**config.mk**
```make
export PLATFORM = sky130hd
export DESIGN_NAME = sync_axis_error_monitor
export DESIGN_NICKNAME = d
export VERILOG_FILES = /design/src/axis_err_check.v /design/src/sync_axis_error_monitor.v
export VERILOG_INCLUDE_DIRS = /design/src
export SDC_FILE = /design/constraint.sdc
export NUM_CORES = 1
export LEC_CHECK = 0
export BUFFER_PORTS_ARGS = -buffer_cell sky130_fd_sc_hd__buf_2
export CAP_MARGIN = 10
export CORE_UTILIZATION = 54
export DETAILED_ROUTE_END_ITERATION = 8
export HOLD_SLACK_MARGIN = 0.03
export PLACE_DENSITY = 0.9
export SLEW_MARGIN = 20
export SYNTH_ARGS = -nofsm -noshare
export SYNTH_HDL_FRONTEND = slang
export SYNTH_SLANG_ARGS = --single-unit
```
**constraint.sdc**
```tcl
create_clock -name clk -period 3.7 [get_ports clk]
set_input_delay 0.185 -clock clk [delete_from_list [all_inputs] [get_ports clk]]
set_output_delay 0.185 -clock clk [all_outputs]
set_load 0.02 [all_outputs]
```
**src/sync_err_map.vh**
```
// Register map, error codes and field positions for the sync axis error monitor
`ifndef SYNC_ERR_MAP_VH
`define SYNC_ERR_MAP_VH

`define NUM_AXES        4
`define ERR_SYNC_GROUP  16'h3040
`define ERR_SYNC_HOME   16'h3042
`define ERR_SYNC_PEER   16'h3043
`define ERR_SYNC_PULSER 16'h3044
`define ERR_SYNC_MISMAT 16'h3045
`define ERR_TORQUE      16'h3050
`define ERR_SPEED       16'h3051
`define ERR_HOME_AMP    16'h3060
`define ERR_GRP_PULSER  16'h3034

// Word addresses (byte address = 4 * index)
`define A_CTRL          4'h0
`define A_STAT          4'h1
`define A_MASK          4'h2
`define A_CLEAR         4'h3
`define A_THRESH        4'h4
`define A_ERR0          4'h8

// Control register fields
`define C_SYNC_EN       0
`define C_MODE_B        1
`define C_TRQ_EN        2
`define C_TRQ_ERR       3
`define C_SPD_EN        4
`define C_SPD_ERR       5
`define C_AMP_CHK       6
`define C_HOME_OK_LO    8
`define C_HOME_OK_HI    15

`define CTRL_RESET      32'h0000_0000
`define MASK_RESET      4'h0
`define THRESH_RESET    32'h0000_0100

`endif

```
**src/axis_err_check.v**
```verilog
// Per-axis error detection and code holding
`timescale 1ns/100ps
`default_nettype none
`include "sync_err_map.vh"

module axis_err_check (
    // Clock and reset
    input  wire        clk,
    input  wire        rst_n,
    // Configuration
    input  wire [31:0] ctrl,
    input  wire [31:0] thresh,
    // Axis conditions
    input  wire        grp_chg,
    input  wire        sync_active,
    input  wire        stop_req,
    input  wire        busy,
    input  wire        grp_bad_axis,
    input  wire        sync_home_fail,
    input  wire        home_start,
    input  wire [2:0]  home_method,
    input  wire        peer_fault,
    input  wire        sync_set_chg,
    input  wire        pulser_on,
    input  wire        axgrp_chg,
    input  wire [31:0] move_diff,
    input  wire [15:0] torque,
    input  wire [15:0] trq_hi,
    input  wire [15:0] trq_lo,
    input  wire [15:0] speed,
    input  wire [15:0] spd_hi,
    input  wire [15:0] spd_lo,
    input  wire        amp_home_bad,
    input  wire        clear,
    // Results
    output reg  [15:0] err_code_q,
    output wire        err_evt,
    output wire        stop_axis
);
    reg  [15:0] code_d;
    reg         hit;

    // Signed window test
    function out_of_range;
        input [15:0] v;
        input [15:0] hi;
        input [15:0] lo;
        begin
            out_of_range = ($signed(v) > $signed(hi)) || ($signed(v) < $signed(lo));
        end
    endfunction

    always @* begin
        hit    = 1'b1;
        code_d = 16'h0000;
        if (peer_fault && sync_active) begin
            code_d = `ERR_SYNC_PEER;
        end else if (grp_chg && (sync_active || busy || stop_req)) begin
            code_d = `ERR_SYNC_GROUP;
        end else if (grp_bad_axis) begin
            code_d = `ERR_SYNC_GROUP;
        end else if (sync_home_fail) begin
            code_d = `ERR_SYNC_GROUP;
        end else if (home_start && !ctrl[`C_MODE_B] && ctrl[`C_SYNC_EN]) begin
            code_d = `ERR_SYNC_HOME;
        end else if (home_start && ctrl[`C_MODE_B] && !ctrl[`C_HOME_OK_LO + home_method]) begin
            code_d = `ERR_SYNC_HOME;
        end else if (home_start && ctrl[`C_AMP_CHK] && amp_home_bad) begin
            code_d = `ERR_HOME_AMP;
        end else if (sync_set_chg && pulser_on) begin
            code_d = `ERR_SYNC_PULSER;
        end else if (axgrp_chg && pulser_on) begin
            code_d = `ERR_GRP_PULSER;
        end else if (sync_active && (move_diff > thresh)) begin
            code_d = `ERR_SYNC_MISMAT;
        end else if (ctrl[`C_TRQ_EN] && ctrl[`C_TRQ_ERR] && out_of_range(torque, trq_hi, trq_lo)) begin
            code_d = `ERR_TORQUE;
        end else if (ctrl[`C_SPD_EN] && ctrl[`C_SPD_ERR] && out_of_range(speed, spd_hi, spd_lo)) begin
            code_d = `ERR_SPEED;
        end else begin
            hit = 1'b0;
        end
    end

    assign err_evt   = hit;
    assign stop_axis = hit && (code_d == `ERR_SYNC_PEER);

    // New error wins over a same-cycle clear
    always @(posedge clk or negedge rst_n) begin
        if (!rst_n) begin
            err_code_q <= 16'h0000;
        end else if (hit) begin
            err_code_q <= code_d;
        end else if (clear) begin
            err_code_q <= 16'h0000;
        end
    end
endmodule
`default_nettype wire

```
**src/sync_axis_error_monitor.v**
```verilog
// Top: Avalon-MM registers, input synchronisers and four axis checkers
`timescale 1ns/100ps
`default_nettype none
`include "sync_err_map.vh"

module sync_axis_error_monitor (
    // Clock and reset
    input  wire         clk,
    input  wire         rst_n,
    // Avalon-MM slave
    input  wire [3:0]   avs_address,
    input  wire         avs_read,
    input  wire         avs_write,
    input  wire [31:0]  avs_writedata,
    output reg  [31:0]  avs_readdata,
    output wire         avs_waitrequest,
    // Host events, same clock
    input  wire [3:0]   grp_chg,
    input  wire [3:0]   grp_bad_axis,
    input  wire [3:0]   sync_home_fail,
    input  wire [3:0]   home_start,
    input  wire [11:0]  home_method,
    input  wire [3:0]   sync_set_chg,
    input  wire [3:0]   axgrp_chg,
    input  wire [3:0]   sync_member,
    input  wire [3:0]   axis_fault,
    // Pin levels, asynchronous
    input  wire [3:0]   busy_pin,
    input  wire [3:0]   stop_req_pin,
    input  wire [3:0]   pulser_on_pin,
    input  wire [3:0]   amp_home_bad_pin,
    // Servo feedback, same clock
    input  wire [127:0] move_diff,
    input  wire [63:0]  torque,
    input  wire [63:0]  speed,
    input  wire [15:0]  trq_hi,
    input  wire [15:0]  trq_lo,
    input  wire [15:0]  spd_hi,
    input  wire [15:0]  spd_lo,
    // Outputs
    output wire [3:0]   stop_axis,
    output wire         irq
);
    localparam ST_IDLE = 2'b01;
    localparam ST_ACK  = 2'b10;

    reg  [1:0]  state_q;
    reg  [31:0] ctrl_q;
    reg  [31:0] thresh_q;
    reg  [3:0]  stat_q;
    reg  [3:0]  mask_q;
    reg  [3:0]  clr_q;
    reg  [15:0] s1_q;
    reg  [15:0] s2_q;
    reg  [15:0] s3_q;
    reg  [15:0] lvl_q;
    wire [3:0]  evt;
    wire [63:0] codes;
    wire [3:0]  stop_raw;
    wire [3:0]  busy_s;
    wire [3:0]  stop_s;
    wire [3:0]  pulser_s;
    wire [3:0]  ampbad_s;
    wire        wr_acc;
    wire        rd_acc;

    // Three-stage sync, accept when stages two and three agree
    always @(posedge clk or negedge rst_n) begin
        if (!rst_n) begin
            s1_q  <= 16'h0000;
            s2_q  <= 16'h0000;
            s3_q  <= 16'h0000;
            lvl_q <= 16'h0000;
        end else begin
            s1_q  <= {amp_home_bad_pin, pulser_on_pin, stop_req_pin, busy_pin};
            s2_q  <= s1_q;
            s3_q  <= s2_q;
            lvl_q <= (s2_q & s3_q) | (lvl_q & (s2_q | s3_q));
        end
    end
    assign busy_s   = lvl_q[3:0];
    assign stop_s   = lvl_q[7:4];
    assign pulser_s = lvl_q[11:8];
    assign ampbad_s = lvl_q[15:12];

    // Faulting sync members; each axis looks only at the others
    wire [3:0]  fault_mbr = axis_fault & sync_member;

    genvar g;
    generate
        for (g = 0; g < `NUM_AXES; g = g + 1) begin : gen_axis
            axis_err_check u_chk (
                .clk            (clk),
                .rst_n          (rst_n),
                .ctrl           (ctrl_q),
                .thresh         (thresh_q),
                .grp_chg        (grp_chg[g]),
                .sync_active    (sync_member[g]),
                .stop_req       (stop_s[g]),
                .busy           (busy_s[g]),
                .grp_bad_axis   (grp_bad_axis[g]),
                .sync_home_fail (sync_home_fail[g]),
                .home_start     (home_start[g]),
                .home_method    (home_method[g*3 +: 3]),
                .peer_fault     (|(fault_mbr & ~(4'h1 << g))),
                .sync_set_chg   (sync_set_chg[g]),
                .pulser_on      (pulser_s[g]),
                .axgrp_chg      (axgrp_chg[g]),
                .move_diff      (move_diff[g*32 +: 32]),
                .torque         (torque[g*16 +: 16]),
                .trq_hi         (trq_hi),
                .trq_lo         (trq_lo),
                .speed          (speed[g*16 +: 16]),
                .spd_hi         (spd_hi),
                .spd_lo         (spd_lo),
                .amp_home_bad   (ampbad_s[g]),
                .clear          (clr_q[g]),
                .err_code_q     (codes[g*16 +: 16]),
                .err_evt        (evt[g]),
                .stop_axis      (stop_raw[g])
            );
        end
    endgenerate

    assign stop_axis = stop_raw;

    // One wait state per access
    assign avs_waitrequest = (avs_read || avs_write) && (state_q == ST_IDLE);
    assign wr_acc          = avs_write && (state_q == ST_ACK);
    assign rd_acc          = avs_read && (state_q == ST_IDLE);

    always @(posedge clk or negedge rst_n) begin
        if (!rst_n) begin
            state_q <= ST_IDLE;
        end else begin
            case (state_q)
                ST_IDLE: begin
                    if (avs_read || avs_write) begin
                        state_q <= ST_ACK;
                    end
                end
                ST_ACK: begin
                    state_q <= ST_IDLE;
                end
                default: begin
                    state_q <= ST_IDLE;
                end
            endcase
        end
    end

    // Register writes; per-axis clear is a one-cycle pulse
    always @(posedge clk or negedge rst_n) begin
        if (!rst_n) begin
            ctrl_q   <= `CTRL_RESET;
            thresh_q <= `THRESH_RESET;
            mask_q   <= `MASK_RESET;
            clr_q    <= 4'h0;
            stat_q   <= 4'h0;
        end else begin
            clr_q <= 4'h0;
            if (wr_acc && avs_address == `A_CTRL) begin
                ctrl_q <= avs_writedata;
            end else if (wr_acc && avs_address == `A_THRESH) begin
                thresh_q <= avs_writedata;
            end else if (wr_acc && avs_address == `A_MASK) begin
                mask_q <= avs_writedata[3:0];
            end else if (wr_acc && avs_address == `A_CLEAR) begin
                clr_q <= avs_writedata[3:0];
            end
            // Set wins over write-one-to-clear
            if (wr_acc && avs_address == `A_STAT) begin
                stat_q <= (stat_q & ~avs_writedata[3:0]) | evt;
            end else begin
                stat_q <= stat_q | evt;
            end
        end
    end

    assign irq = |(stat_q & mask_q);

    // Read data loaded in the wait cycle, so it stands when waitrequest drops
    always @(posedge clk or negedge rst_n) begin
        if (!rst_n) begin
            avs_readdata <= 32'h0000_0000;
        end else if (rd_acc) begin
            if (avs_address == `A_CTRL) begin
                avs_readdata <= ctrl_q;
            end else if (avs_address == `A_STAT) begin
                avs_readdata <= {28'h0000000, stat_q};
            end else if (avs_address == `A_MASK) begin
                avs_readdata <= {28'h0000000, mask_q};
            end else if (avs_address == `A_THRESH) begin
                avs_readdata <= thresh_q;
            end else if (avs_address[3:2] == 2'b10) begin
                avs_readdata <= {16'h0000, codes[avs_address[1:0]*16 +: 16]};
            end else begin
                avs_readdata <= 32'h0000_0000;
            end
        end
    end
endmodule
`default_nettype wire

```
==> results_dict.tcl <==
set metrics [dict create \
    path_buf_inv 1 \
    cap_violations 0 \
    synth_flop_cell "dfrtp_1" \
    swShare_pct 38.5 \
    netlist_area_sq_um 16800 \
    post_drt_via_cell_ratio 6.07 \
    pwr-share-comb_pct 40.3 \
    start_util_pct 54.8 \
    cts_resized 0 \
    ys_seq_area_share_pct 30.2 \
    drive_above_1_share_pct 24.7 \
    slew_headroom_pct 51.4 \
    grt_max_degree 75 \
    hold_class "input pin to flip-flop" \
    r2r_cells 10 \
    tightest_slew_ns 0.724 \
    finish.utilization_pct 67.8 \
    p_int_w 0.00498 \
    clk_latency_ns 0.51 \
    coreArea_sq_um 30600 \
    place_inst 2585 \
    grt_pass1_vias 16600 \
    htreeDepth 1 \
    track_usage_pct 37.7 \
    slowest_delay_ns 0.61 \
    arrival_ns 3.78 \
    fin_cells 2683 \
    io_buffers 457 \
    gr-total-overflow 0 \
    p_seq_share_pct 35.1 \
    worstHoldStart "sync_set_chg[3]" \
    hold_violations 0 \
    gp_congestion 1.01 \
    area_growth_pct 23.8 \
    firstDrtPassIters 6 \
    rsz0062_at_grt "no" \
    critPathKind "flip-flop to flip-flop" \
    final_area_sq_um 20800 \
    hold_end "gen_axis[3].u_chk.err_code_q[5]" \
    crit_chain "inv_1, ha_1, nand4_1, nor3_1, nand4_1, o31ai_1, a21oi_1, nand2b_1, or4_4, o211ai_2" \
    start_kind "flip-flop" \
    clockRootBuffer "clkbuf_16" \
    leakage_nw 10.8 \
    path_max_fanout 6 \
    post_dp_cell_area_sq_um 19600 \
    cp-end-kind "flip-flop" \
    routed_wl_um 60200 \
    synthArstFlopShare_pct 100 \
    slowest_stage "or4_4" \
    ir_drop_mv 0.461 \
    yosys.area.top_type_share_pct 29.8 \
    run_status "completed" \
    syn_inst 1750 \
    cts_tree "done" \
    route.antenna.remaining_nets 0 \
    synth_edf_count 0 \
    dieWidth_um 178 \
    synth_area_leaders "dfrtp_1 30%, ha_1 28%, a21oi_1 4.2%" \
    io_pins 458 \
    syn_nets 2546 \
    crit_family "simple AND/OR/NAND/NOR gates" \
    r2r_end "gen_axis[0].u_chk.err_code_q[0]" \
    post-route-min-period_ns 3.35 \
    skew_ns 0.0202 \
    grt_first_pass_wirelength_um 90900 \
    drc 0 \
    fillers 2454 \
    p_sw_w 0.00311 \
    ys_ff_latch 202 \
    yosysTopAreaCell "dfrtp_1" \
    p_clk_share_pct 24.6 \
    wl_per_cell_um 22.5 \
    yosys_warnings 0 \
    maxSlewViolCount 0 \
    clk_path_buf_depth 3 \
    r2r_start "thresh_q[27]" \
    antenna_found_initial 6 \
    drtIter0Drc 1150 \
    holdPathStages 4 \
    finalCritPeriodShare_pct 90.4 \
    vias 16300 \
    post-dp-hpwl_um 50000 \
    fmax_mhz 299 \
    setup_viol 0 \
    nNetsFinal 3061 \
    p_per_area_nw_per_um2 390 \
    avgSynthCellArea_sq_um 9.58 \
    synthTopCellsByCount "376 x ha_1, 200 x dfrtp_1, 166 x nand2_1" \
    timing.critical_path.mode_cell "nand4_1" \
    dieArea_sq_um 31800 \
    clk_pin_slew_ns 0.07 \
    cp.required_ns 4.13 \
    synth.distinct_cells 78 \
    reg2reg_slack_ns 0.35 \
    dieHeight_um 178 \
    synth_most_common_cell "ha_1" \
    fin_tns_setup_ns 0 \
    numCtsBuffers 20 \
    cts_sinks 202 \
    rows 64 \
]
-- cells in the final DEF (no fill, tap or decap), drive strengths merged, types with 13 or more instances in the layout --
cell	count
nor2	51
mux4	15
nand2b	17
maj3	16
o211ai	14
nand4	44
mux2	43
dlygate4sd3	54
and2	16
clkbuf	31
o21ai	141
a22oi	26
a21o	45
and4	13
nand2	167
ha	376
a21oi	142
inv	136
nor3	24
nor2b	26
a211oi	16
buf	468
dfrtp	200
nand3	42
-- worst max-delay path by stage --
stage | cells past startpoint | endpoint | slack (ns) | startpoint
6_report | 10 | gen_axis[0].u_chk.err_code_q[0] | 0.35 | thresh_q[27]
5_1_grt | 10 | gen_axis[3].u_chk.err_code_q[0] | 0.17 | thresh_q[25]
4_1_cts | 10 | gen_axis[3].u_chk.err_code_q[0] | 0.44 | thresh_q[25]
3_5_place_dp | 12 | gen_axis[1].u_chk.err_code_q[6] | 0.42 | trq_lo[9]
3_3_place_gp | 12 | gen_axis[1].u_chk.err_code_q[6] | 0.48 | trq_lo[9]
2_1_floorplan | 10 | gen_axis[3].u_chk.err_code_q[0] | 1.06 | thresh_q[8]
-- worst reg2reg max path, stage by stage, from the launching register on --
cell and delay (ns):
dfrtp_1 0.35, inv_1 0.13, ha_1 0.33, nand4_1 0.14, nor3_1 0.39, nand4_1 0.29, o31ai_1 0.38, a21oi_1 0.20
nand2b_1 0.25, or4_4 0.61, o211ai_2 0.19
-- cells by family (layout without fill, tap and decap cells) --
group           Yosys count  in the layout  share of synthesized area (%)
fa+ha+maj               392            392                           29.0
mux                      69             69                           5.56
simple gates            435            435                           13.1
buf+inv                 165            694                           3.79
other cells               0              8                              0
compound gates          487            487                           18.4
flops                   202            202                           30.2
-- power groups by stage --
stage | logic (W) | registers (W) | clock network, W
after floorplan | 0.00186 | 0.00287 | 0
after detailed placement | 0.00314 | 0.00286 | 0
after CTS | 0.00322 | 0.00283 | 0.00198
after global placement | 0.00304 | 0.00283 | 0
after global routing | 0.00365 | 0.00288 | 0.00207
final | 0.00326 | 0.00284 | 0.00199
-- stage by stage --
stage          total power [W]  worst slack [ns]  hold slack [ns]
6_report               0.00809             0.354           0.0456
5_1_grt                0.00860             0.173           0.0671
2_1_floorplan          0.00474              1.06           -0.111
4_1_cts                0.00803             0.440           0.0357
3_5_place_dp           0.00600             0.422            0.244
3_3_place_gp           0.00587             0.484            0.242
-- flip-flops by register name (all words and copies together) (netlist names) --
| signal | count |
|---|---|
| s2_q | 16 |
| mask_q | 4 |
| avs_readdata | 32 |
| clr_q | 4 |
| gen_axis.u_chk.err_code_q | 28 |
| s3_q | 16 |
| state_q | 2 |
| lvl_q | 16 |
| ctrl_q | 32 |
| thresh_q | 32 |
| stat_q | 4 |
| s1_q | 16 |
-- final cells by class --
class | instances | area, sq um | share of cell area [%]
repair buffers | 523 | 2940 | 14.2
clock inverters | 6 | 51.3 | 0.247
inverters | 135 | 507 | 2.44
well taps | 396 | 495 | 2.39
multi-input cells | 1383 | 11100 | 53.5
clock buffers | 30 | 578 | 2.79
diodes | 8 | 20.0 | 0.0965
flip-flops and latches | 202 | 5060 | 24.4
-- layer usage --
layer | vias up | wire (um) | global-route usage (%) | share of wire, %
met5 | - | 0 | 0 | 0
met4 | 0 | 3560 | 21.3 | 5.9
met3 | 176 | 4850 | 6.69 | 8.0
met2 | 783 | 29200 | 66.3 | 49
met1 | 7693 | 22600 | 43.1 | 38
li1 | 7625 | - | - | -
-- repair_timing --
action                                 in CTS  in global routing
endpoints found under the hold margin     166                  0
hold buffers                               54                  0
buffers inserted                            0                  0
setup endpoints to repair                   0                  0
(Power assumes the default switching activity.)
